File: src/inc/mair_pkg.sv
// mair_pkg: register map, field layout, reset values and input numbering of the manual analog input route control.
// assumes a byte-wide register file reached over 32-bit classic Wishbone, one register per aligned word.
package mair_pkg;

  // register indices; the byte address is four times the index
  localparam logic [7:0] IDX_SEL01 = 8'hc3;
  localparam logic [7:0] IDX_EN_SEL2 = 8'hc4;
  localparam logic [7:0] IDX_SEL3 = 8'hf3;
  localparam logic [7:0] IDX_ROUTE_STATUS = 8'hf4;
  localparam int ADDR_W = 10;
  localparam logic [ADDR_W-1:0] ADDR_SEL01 = {IDX_SEL01, 2'h0};
  localparam logic [ADDR_W-1:0] ADDR_EN_SEL2 = {IDX_EN_SEL2, 2'h0};
  localparam logic [ADDR_W-1:0] ADDR_SEL3 = {IDX_SEL3, 2'h0};
  localparam logic [ADDR_W-1:0] ADDR_ROUTE_STATUS = {IDX_ROUTE_STATUS, 2'h0};

  // field positions
  localparam int SEL0_LSB = 0;
  localparam int SEL1_LSB = 4;
  localparam int SEL2_LSB = 0;
  localparam int MAN_EN_BIT = 7;
  localparam int SEL3_LSB = 4;
  localparam int SEL_W = 4;
  localparam int NUM_CONV = 4;
  localparam int PIN_W = 4;

  // reset values
  localparam logic [7:0] RST_SEL01 = 8'h00;
  localparam logic [7:0] RST_EN_SEL2 = 8'h00;
  localparam logic [7:0] RST_SEL3 = 8'h00;

  // writable bit masks; reserved bits read zero
  localparam logic [7:0] MASK_SEL01 = 8'hff;
  localparam logic [7:0] MASK_EN_SEL2 = 8'h8f;
  localparam logic [7:0] MASK_SEL3 = 8'hf0;

  // analog input numbers; 0 means no connection
  localparam logic [PIN_W-1:0] PIN_NONE = 4'h0;

  typedef enum logic [1:0] {
    MAIR_CONV0,
    MAIR_CONV1,
    MAIR_CONV2,
    MAIR_CONV3
  } mair_conv_t;

endpackage

File: src/rtl/mair_route_decode.sv
// mair_route_decode: one converter's input switch decode, select code to analog input number.
// assumes select code is stable register output of the same clock; output is registered.
`timescale 1ns/100ps
module mair_route_decode #(
  parameter int CONV = 0
) (
  input wire logic clk,
  input wire logic rst_b,
  input wire logic manualEn,
  input wire logic [mair_pkg::SEL_W-1:0] selCode,
  output logic [mair_pkg::PIN_W-1:0] pinSel_q,
  output logic pinValid_q
);

  logic [mair_pkg::PIN_W-1:0] pinSel_d;

  // each converter reaches only its own subset of inputs
  function automatic logic [mair_pkg::PIN_W-1:0] route(input int conv, input logic [3:0] code);
    logic [3:0] pin;
    pin = mair_pkg::PIN_NONE;
    unique case (code)
      4'h1: pin = (conv == 0) ? 4'h2 : 4'h0;
      4'h2: pin = (conv == 0 || conv == 2) ? 4'h3 : 4'h0;
      4'h3: pin = (conv == 0 || conv == 1) ? 4'h5 : 4'h0;
      4'h4: pin = 4'h6;
      4'h5: pin = (conv != 3) ? 4'h8 : 4'h0;
      4'h6: pin = (conv != 3) ? 4'ha : 4'h0;
      4'h9: pin = (conv == 0 || conv == 3) ? 4'h1 : 4'h0;
      4'hb: pin = (conv == 0 || conv == 1) ? 4'h4 : 4'h0;
      4'hd: pin = (conv != 3) ? 4'h7 : 4'h0;
      4'he: pin = (conv != 3) ? 4'h9 : 4'h0;
      default: pin = 4'h0;
    endcase
    return pin;
  endfunction

  // switch opens entirely while manual routing is off
  always_comb begin
    pinSel_d = manualEn ? route(CONV, selCode) : mair_pkg::PIN_NONE;
  end

  always_ff @(posedge clk or negedge rst_b) begin
    if (!rst_b) begin
      pinSel_q <= mair_pkg::PIN_NONE;
      pinValid_q <= 1'b0;
    end else begin
      pinSel_q <= pinSel_d;
      pinValid_q <= (pinSel_d != mair_pkg::PIN_NONE);
    end
  end

  a_open_when_off: assert property (@(posedge clk) disable iff (!rst_b)
    !manualEn |=> (pinSel_q == 4'h0) && !pinValid_q)
    else $error("switch closed while manual routing off");

  a_unlisted_open: assert property (@(posedge clk) disable iff (!rst_b)
    (selCode == 4'h7 || selCode == 4'h8 || selCode == 4'ha || selCode == 4'hc || selCode == 4'hf)
    |=> pinSel_q == 4'h0)
    else $error("unlisted code connected an input");

  // converter 3 reaches only two inputs; a slip in its table shows here
  a_valid_tracks: assert property (@(posedge clk) disable iff (!rst_b)
    pinValid_q == (pinSel_q != 4'h0) && (!pinValid_q || CONV != 3 || pinSel_q == 4'h6 || pinSel_q == 4'h1))
    else $error("valid flag disagrees with routed input");

endmodule

File: src/rtl/mair_route_ctrl.sv
// mair_route_ctrl: manual analog input route control, Wishbone register file plus four switch decoders.
// assumes a classic Wishbone master on clk; switch outputs drive the analog mux controls.
//
// Behaviour
// - enable bit C4[7] makes switches follow selects
// - routing touches only switches, not downstream format
// - four independent muxes, each 4-bit select
// - converter 0 select C3[3:0] decode table
// - converter 1 select C3[7:4] decode table
// - converter 2 select C4[3:0] decode table
// - converter 3 select F3[7:4]: inputs 6, 1
//
// Chosen here: register access over Wishbone.
`timescale 1ns/100ps
module mair_route_ctrl (
  input wire logic clk,
  input wire logic rst_b,
  input wire logic wb_cyc_i,
  input wire logic wb_stb_i,
  input wire logic wb_we_i,
  input wire logic [mair_pkg::ADDR_W-1:0] wb_adr_i,
  input wire logic [31:0] wb_dat_i,
  input wire logic [3:0] wb_sel_i,
  output logic [31:0] wb_dat_o,
  output logic wb_ack_o,
  output logic wb_err_o,
  output logic manualRouteEnable,
  output logic [mair_pkg::NUM_CONV*mair_pkg::PIN_W-1:0] convInput,
  output logic [mair_pkg::NUM_CONV-1:0] convConnected
);

  logic [7:0] sel01_q, sel01_d;
  logic [7:0] enSel2_q, enSel2_d;
  logic [7:0] sel3_q, sel3_d;
  logic ack_q, ack_d;
  logic err_q, err_d;
  logic [31:0] rdat_q, rdat_d;
  logic [mair_pkg::SEL_W-1:0] selCode [mair_pkg::NUM_CONV];
  logic req;
  logic hit;
  logic wrLane0;

  function automatic logic isMapped(input logic [mair_pkg::ADDR_W-1:0] a);
    return (a == mair_pkg::ADDR_SEL01) || (a == mair_pkg::ADDR_EN_SEL2)
        || (a == mair_pkg::ADDR_SEL3) || (a == mair_pkg::ADDR_ROUTE_STATUS);
  endfunction

  // one answer per request; ack drops the cycle after it is given
  assign req = wb_cyc_i && wb_stb_i && !ack_q && !err_q;
  assign hit = isMapped(wb_adr_i);
  assign wrLane0 = req && hit && wb_we_i && wb_sel_i[0];

  always_comb begin
    sel01_d = sel01_q;
    enSel2_d = enSel2_q;
    sel3_d = sel3_q;
    // only the switch controls live here; format fields are elsewhere
    if (wrLane0) begin
      unique case (wb_adr_i)
        mair_pkg::ADDR_SEL01: sel01_d = wb_dat_i[7:0] & mair_pkg::MASK_SEL01;
        mair_pkg::ADDR_EN_SEL2: enSel2_d = wb_dat_i[7:0] & mair_pkg::MASK_EN_SEL2;
        mair_pkg::ADDR_SEL3: sel3_d = wb_dat_i[7:0] & mair_pkg::MASK_SEL3;
        default: ;
      endcase
    end
  end

  always_comb begin
    ack_d = req && hit;
    err_d = req && !hit;
    rdat_d = 32'h0000_0000;
    if (req && hit && !wb_we_i) begin
      unique case (wb_adr_i)
        mair_pkg::ADDR_SEL01: rdat_d = {24'h00_0000, sel01_q};
        mair_pkg::ADDR_EN_SEL2: rdat_d = {24'h00_0000, enSel2_q};
        mair_pkg::ADDR_SEL3: rdat_d = {24'h00_0000, sel3_q};
        default: rdat_d = {28'h000_0000, convConnected};
      endcase
    end
  end

  always_ff @(posedge clk or negedge rst_b) begin
    if (!rst_b) begin
      sel01_q <= mair_pkg::RST_SEL01;
      enSel2_q <= mair_pkg::RST_EN_SEL2;
      sel3_q <= mair_pkg::RST_SEL3;
      ack_q <= 1'b0;
      err_q <= 1'b0;
      rdat_q <= 32'h0000_0000;
    end else begin
      sel01_q <= sel01_d;
      enSel2_q <= enSel2_d;
      sel3_q <= sel3_d;
      ack_q <= ack_d;
      err_q <= err_d;
      rdat_q <= rdat_d;
    end
  end

  assign wb_ack_o = ack_q;
  assign wb_err_o = err_q;
  assign wb_dat_o = rdat_q;
  assign manualRouteEnable = enSel2_q[mair_pkg::MAN_EN_BIT];

  assign selCode[0] = sel01_q[mair_pkg::SEL0_LSB +: mair_pkg::SEL_W];
  assign selCode[1] = sel01_q[mair_pkg::SEL1_LSB +: mair_pkg::SEL_W];
  assign selCode[2] = enSel2_q[mair_pkg::SEL2_LSB +: mair_pkg::SEL_W];
  assign selCode[3] = sel3_q[mair_pkg::SEL3_LSB +: mair_pkg::SEL_W];

  // each converter's switch has its own select and decoder
  for (genvar c = 0; c < mair_pkg::NUM_CONV; c++) begin : g_conv
    mair_route_decode #(
      .CONV(c)
    ) u_dec (
      .clk(clk),
      .rst_b(rst_b),
      .manualEn(manualRouteEnable),
      .selCode(selCode[c]),
      .pinSel_q(convInput[c*mair_pkg::PIN_W +: mair_pkg::PIN_W]),
      .pinValid_q(convConnected[c])
    );
  end

  a_write_enable: assert property (@(posedge clk) disable iff (!rst_b)
    wrLane0 && wb_adr_i == mair_pkg::ADDR_EN_SEL2 |=> manualRouteEnable == $past(wb_dat_i[7]))
    else $error("enable bit not taken from write");

  a_route_graphics: assert property (@(posedge clk) disable iff (!rst_b)
    manualRouteEnable && selCode[0] == 4'h1 && selCode[1] == 4'h3 && selCode[2] == 4'h2
    |=> convInput[11:0] == 12'h352)
    else $error("graphics routing not 2,5,3");

  a_conv1_table: assert property (@(posedge clk) disable iff (!rst_b)
    manualRouteEnable && selCode[1] == 4'hb |=> convInput[7:4] == 4'h4)
    else $error("converter 1 code b not on input 4");

  a_conv2_table: assert property (@(posedge clk) disable iff (!rst_b)
    manualRouteEnable && selCode[2] == 4'h3 |=> convInput[11:8] == 4'h0)
    else $error("converter 2 code 3 connected");

  a_conv3_table: assert property (@(posedge clk) disable iff (!rst_b)
    manualRouteEnable && selCode[3] == 4'h9 |=> convInput[15:12] == 4'h1)
    else $error("converter 3 code 9 not on input 1");

  a_conv0_table: assert property (@(posedge clk) disable iff (!rst_b)
    manualRouteEnable && selCode[0] == 4'he |=> convInput[3:0] == 4'h9)
    else $error("converter 0 code e not on input 9");

  a_bus_answer: assert property (@(posedge clk) disable iff (!rst_b)
    req |=> (wb_ack_o ^ wb_err_o) ##1 !wb_ack_o && !wb_err_o)
    else $error("bus answer not single one-cycle pulse");

  a_reset_open: assert property (@(posedge clk)
    !rst_b |=> rst_b || (convConnected == 4'h0))
    else $error("converter connected during reset");

  c_graphics: cover property (@(posedge clk) disable iff (!rst_b) convConnected[2:0] == 3'h7);
  c_conv3_on: cover property (@(posedge clk) disable iff (!rst_b) convConnected[3]);
  c_bus_err: cover property (@(posedge clk) disable iff (!rst_b) wb_err_o);

endmodule

File: config.mk
export PLATFORM = sky130hd
export DESIGN_NAME = mair_route_ctrl
export DESIGN_NICKNAME = d
export VERILOG_FILES = /design/src/inc/mair_pkg.sv /design/src/rtl/mair_route_decode.sv /design/src/rtl/mair_route_ctrl.sv
export SDC_FILE = /design/constraint.sdc
export NUM_CORES = 1
export LEC_CHECK = 0
export BUFFER_PORTS_ARGS = -buffer_cell sky130_fd_sc_hd__buf_4
export CORE_UTILIZATION = 47
export DETAILED_ROUTE_END_ITERATION = 6
export GPL_ROUTABILITY_DRIVEN = 1
export PLACE_DENSITY = 0.77
export REMOVE_ABC_BUFFERS = 1
export SLEW_MARGIN = 20
export SYNTH_ARGS = -nofsm -noshare
export SYNTH_HDL_FRONTEND = slang
export SYNTH_SLANG_ARGS = --single-unit
File: constraint.sdc
create_clock -name clk -period 2.1 [get_ports clk]
set_clock_uncertainty 0.05 [all_clocks]
set_input_delay 0.315 -clock clk [delete_from_list [all_inputs] [get_ports clk]]
set_output_delay 0.315 -clock clk [all_outputs]
set_load 0.05 [all_outputs]
==> metrics.md, run 1 <==
| Metric | Value |
|---|---|
| Clock Latency Late Sink | 290 ps |
| Status | complete, no violations |
| Clock-pin slew on the worst setup and hold paths | roughly 80 ps |
| TritonCTS Buffers | 5 |
| Share of the synthesized area in the top cell type | 0.467 |
| Final Critical Period | slightly below 2000 ps |
| Max Clock Freq | approximately 500 MHz |
| Slew HR | 0.639 |
| TritonCTS clock tree | yes |
| Die ar. | ~5400 um2 |
| Yosys synthesis warning count | 0 |
| Ant diodes | 0 |
| GRT Total Usage | 0.183 |
| First-pass GRT wire length | around 7500 um |
| Initial drt markers | 148 |
| Maxcap violations | 0 |
| Ys async rst share | 1.00 |
| Most common cell after layout, fill and taps aside | buf_4 |
| Hold WS | 209 ps |
| Routed wire length per instance | approximately 14 um |
| Via count | 1,736 |
| Post-synth top area cell | dfrtp_1 |
| Port-buffer cells | 53 |
| Number of nets in the layout | about 330 |
| Pins Over Slew Limit | 0 |
| Ranking of synthesized cells by area | dfrtp_1, buf_4, mux2_2 |
| CP max FO | 4 |
| Largest family of logic cells by synthesized area | simple AND/OR/NAND/NOR gates |
| Final-report setup violation count | 0 |
| Boundary Pins | approximately 110 |
| Worst IR Drop VDD | slightly above 0.3 mV |
| Mux cell area share after synthesis | 0.110 |
| DRC | 0 |
| Synth Area in Compound Gates | 0.0824 |
| GPL Wtd Cong | 0.785 |
| Yosys reg bits | 45 |
| CP cell instances | nor4bb_1 > and3_1 > and3_1 > mux2_2 |
| RSZ-0062 raised after global routing | false |
| CTS Sinks | 45 |
| Largest net degree at the start of global routing | 46 |
| Vias in the first global route | roughly 1,500 |
| Row count | 25 |
| Most used flip-flop cell after synthesis | dfrtp_1 |
| Initial core utilization | 0.501 |
| Crit. End Element | register |
| Power Total | roughly 1600 uW |
| Leak | about 0.0015 uW |
| Worst setup SP type | register |
| EDFF count, synth | 0 |
| DP HPWL | between 3000 and 4000 um |
| Critical-path top delay cell | nor4bb_1 |
| Worst Hold Class | in2reg |
| Area growth from synthesis to layout | 19.1% |
| Fin. Hold Viols | 0 |
| Simple-gate share of the synthesized area | 0.156 |
| CP most frequent cell | and3_1 |
| Synth Area in Adders | 0.0570 |
| Cells on Worst Hold Path | 3 |
| H-tree Lvls | 2 |
| Reg2Reg Depth | 4 |
| Mapped Cells | roughly 220 |
| Post-Route WL | 4800 um |
| Critical Setup Path Class | reg2reg |
| Cell variety after synth | between 40 and 50 |
| Post-synthesis sequential area ratio | 0.467 |
| Antenna violations before repair | 0 |
| Drt first pass iters | 4 |
| Critical Path AT | approximately 2100 ps |
| Core area | between 4000 and 5000 um2 |
| Clk root buf | clkbuf_8 |
| Fraction of layout cells with a size suffix above 1 | 0.339 |
| GR Overflow Total | 0 |
| Avg Vias per Cell | 5.14 |
| Tcrit/Tclk final | 0.945 |
| Crit path required time | 2220 ps |
| Setup TNS | 0 ps |
| Most frequent cells in the layout | buf_4, dfrtp_1, conb_1, mux2_2, nand3_1 |
| CTS Buffer Depth | 2 |
| Vert. Die Dim | about 74 um |
| ANT nets after route | 0 |
| Synthesized area | 2410 um2 |
| Synthesized area per cell | ~11 um2 |
| Final core occ | 0.597 |
| CP max stage delay | about 440 ps |
| Power Dens Cells | 551 nW/um2 |
| Die X | approximately 74 um |
| Xor/xnor share of the synthesized area | 0.00363 |
| Slew @ Worst Pin | ~540 ps |
## path summary, 6_finish.rpt
kind | startpoint | end | slack [ps]
worst max-delay path | wb_ack_o | sel3_q[6] | 120
worst min-delay path | wb_stb_i | wb_ack_o | 210
worst max register to register | wb_ack_o | sel3_q[6] | 120
worst min register to register | wb_err_o | wb_ack_o | 410
max in group asynchronous | rst_b | wb_dat_o[1] | 1120
min in group asynchronous | rst_b | g_conv[0].u_dec.pinSel_q[3] | 510
## worst max-delay path: cells and delay by family, from the launching register on
| kind | cells | cell delay [ps] |
|---|---|---|
| multiplexers | 1 | 360 |
| AND/OR/NAND/NOR | 3 | 1070 |
| flip-flops | 1 | 400 |
## stage by stage
stage,instances,instance area (um2),setup WS (ps)
after floorplan,203,2230,169
after global placement,329,2760,79.4
after detailed placement,329,2760,27.6
after CTS,337,2850,6.70
after global routing,338,2870,13.0
final,338,2870,116
## cell type report
class                           instances  area (um2)
Clock buffer                            7        86.3
Fill cell                             413        1940
Tap cell                               67        83.8
Sequential cell                        45        1130
Timing Repair Buffer                   61         460
Multi-Input combinational cell        152        1090
Inverter                                6        22.5
## synth_stat cells (all sizes together), types with 2 or more instances
library cell / instances
o21ai: 2
and2: 3
nand2: 10
nor4b: 2
and3: 5
a22o: 4
nor3: 4
dfrtp: 45
nor2b: 2
clkbuf: 5
ha: 11
inv: 6
mux2i: 6
nand3: 17
o211a: 2
a21boi: 3
or4: 2
a21oi: 8
nor2: 10
buf: 34
a22oi: 5
mux2: 18
## routing by layer
layer | up-vias | track usage | wire length, um
met5 | - | 0 | 0
met4 | 0 | 0.0598 | 74
met3 | 10 | 0.0329 | 248
met2 | 81 | 0.295 | 2300
met1 | 826 | 0.250 | 2180
li1 | 819 | - | -
## state kept, by name, indices dropped and copies added, names as in the netlist
signal / count
g_conv.u_dec.pinSel_q: 14
sel01_q: 8
wb_dat_o: 8
enSel2_q: 5
g_conv.u_dec.pinValid_q: 4
sel3_q: 4
wb_ack_o: 1
wb_err_o: 1
## report_power, final
group	switching (uW)	total, uW	internal, uW
combinational	146	189	42.4
clock	265	527	261
sequential	1.91	869	867
total	413	1580	1170
## cell families (layout without fill, tap and decap cells)
kind of cell	count (synthesis)	in the layout
compound gates	28	28
xor+xnor	1	1
fa+ha+maj	11	11
buf+inv	45	74
flops	45	45
mux	24	24
other cells	1	25
simple gates	63	63
## what timing repair did
item / in CTS / in global routing
setup endpoints to repair: 0 / 1
setup buffers: 0 / 1
endpoints found under the hold margin: 45 / 0
hold buffers: 1 / 0
resized for setup: 0 / 2
Power figures use the tool's default switching activity.
==> run 2, diff against run 1 <==
--- a/config.mk
+++ b/config.mk
@@ -6,10 +6,11 @@
 export NUM_CORES = 1
 export LEC_CHECK = 0
 export BUFFER_PORTS_ARGS = -buffer_cell sky130_fd_sc_hd__buf_4
-export CORE_UTILIZATION = 47
+export CORE_UTILIZATION = 49
+export CTS_BUF_LIST = sky130_fd_sc_hd__clkbuf_8
 export DETAILED_ROUTE_END_ITERATION = 6
 export GPL_ROUTABILITY_DRIVEN = 1
-export PLACE_DENSITY = 0.77
+export PLACE_DENSITY = 0.8
 export REMOVE_ABC_BUFFERS = 1
 export SLEW_MARGIN = 20
 export SYNTH_ARGS = -nofsm -noshare
==> metrics.md, run 2 (synthesized netlist as in run 1, its figures left out) <==
| Metric | Value |
|---|---|
| Area growth from synthesis to layout | 20.6% |
| Final Non-Filler Cells | between 300 and 400 |
| Die X | roughly 72 um |
| Maxcap violations | 0 |
| Most frequent cells in the layout | buf_4, dfrtp_1, conb_1, mux2_2, nand3_1 |
| Pins Over Slew Limit | 0 |
| Clock-pin slew on the worst setup and hold paths | ~70 ps |
| Fin. Hold Viols | 0 |
| Hold WS | 214 ps |
| Vias in the first global route | 1,507 |
| Tcrit/Tclk final | 0.965 |
| GPL Wtd Cong | around 0.84 |
| Crit path max-delay family | simple AND/OR/NAND/NOR gates |
| Fraction of layout cells with a size suffix above 1 | 0.348 |
| CP max FO | 4 |
| Largest net degree at the start of global routing | 46 |
| Post-Route WL | approximately 4600 um |
| Critical-path top delay cell | or4_1 |
| Initial drt markers | between 100 and 150 |
| WP depth | 6 |
| H-tree Lvls | 2 |
| Boundary Pins | 106 |
| Worst Hold Class | in2reg |
| RSZ-0062 raised after global routing | false |
| Critical path buffer and inverter count | 1 |
| First-pass GRT wire length | between 7000 and 8000 um |
| Final-report setup violation count | 0 |
| Power Total | between 1500 and 2000 uW |
| DRC | 0 |
| Via count | 1,686 |
| Top reg by flops | g_conv.u_dec.pinSel_q |
| Status | complete, no violations |
| Max Clock Freq | a little under 500 MHz |
| Row count | 25 |
| Clk root buf | clkbuf_8 |
| Drt first pass iters | 4 |
| TritonCTS clock tree | yes |
| DP HPWL | 3410 um |
| Avg Vias per Cell | roughly 5.0 |
| Core area | approximately 4700 um2 |
| Placed Instances | 330 |
| ANT nets after route | 0 |
| Antenna violations before repair | 0 |
| Vert. Die Dim | about 72 um |
| Worst setup SP type | register |
| Port-buffer cells | 53 |
| Critical Path AT | roughly 2100 ps |
| Power Dens Cells | 572 nW/um2 |
| CTS Sinks | 45 |
| Max reg flops | 14 |
| Reg2Reg Depth | 6 |
| GRT Total Usage | 0.185 |
| Final Critical Period | approximately 2000 ps |
| GR Overflow Total | 0 |
| Worst IR Drop VDD | roughly 0.30 mV |
| Most common cell after layout, fill and taps aside | buf_4 |
| Setup TNS | 0 ps |
| CP max stage delay | slightly above 500 ps |
| Clock Latency Late Sink | around 290 ps |
| Crit. End Element | register |
| Routed wire length per instance | around 13 um |
| Critical Setup Path Class | reg2reg |
| CP cell instances | buf_4 > ha_1 > mux2_4 > a22oi_2 > nor2b_1 > or4_1 |
| CTS Buffer Depth | 2 |
| Slew HR | 0.640 |
| Crit path required time | about 2200 ps |
| Leak | around 0.0015 uW |
| Cells on Worst Hold Path | 3 |
| Initial core utilization | 0.511 |
| Number of nets in the layout | 335 |
| Ant diodes | 0 |
| Die ar. | 5210 um2 |
| TritonCTS Buffers | 5 |
| Slew @ Worst Pin | between 500 and 600 ps |
[run 2: changes by cell type in the layout (fill, tap and decap cells not counted), sizes merged]
cell    previous run  this run
clkinv             0         1
buf               60        62
bufinv             0         1
clkbuf             7         5
[run 2: worst min-delay path, delay by kind of cell]
| family | cells | cell delay [ps] |
|---|---|---|
| buffers and inverters | 1 | 110 |
| AND/OR/NAND/NOR | 2 | 90 |
[run 2: report_power, final]
group	total (uW)	switching, uW	internal (uW)
registers	869	1.85	868
clock network	607	262	345
logic	189	146	43.4
total	1670	409	1260
[run 2: metrics by stage]
step	utilization	area (um2)	setup WS (ps)
2_1_floorplan	-	2230	169
3_3_place_gp	0.585	2770	88.0
3_5_place_dp	0.585	2770	39.7
4_1_cts	0.610	2880	29.4
5_1_grt	0.616	2910	6.18
6_report	0.616	2910	74.4
[run 2: final cells by class]
type / instances / area [um2]
fillers: 398 / 1810
flip-flops and latches: 45 / 1130
multi-input cells: 152 / 1100
repair buffers: 63 / 475
well taps: 67 / 83.8
clock buffers: 5 / 68.8
clock inverters: 2 / 35.0
inverters: 6 / 22.5
[run 2: path summary, 6_finish.rpt]
check / to / slack (ps) / startpoint
worst max-delay path: g_conv[0].u_dec.pinValid_q / 70 / sel01_q[0]
worst min-delay path: wb_ack_o / 210 / wb_stb_i
worst max register to register: g_conv[0].u_dec.pinValid_q / 70 / sel01_q[0]
worst min register to register: wb_ack_o / 410 / wb_err_o
max in group asynchronous: wb_dat_o[1] / 1130 / rst_b
min in group asynchronous: sel01_q[2] / 500 / rst_b
[run 2: metal layers]
metal	vias up	global-route usage	share of wire
met5	-	0	0
met4	0	0.0610	0.013
met3	4	0.0347	0.057
met2	82	0.295	0.48
met1	792	0.256	0.45
li1	808	-	-
[run 2: what timing repair did]
item,4_1_cts,5_1_grt
endpoints found under the hold margin,45,0
setup buffers,0,2
gates resized for setup,0,2
endpoints found under the setup margin,0,1
hold buffers,1,0
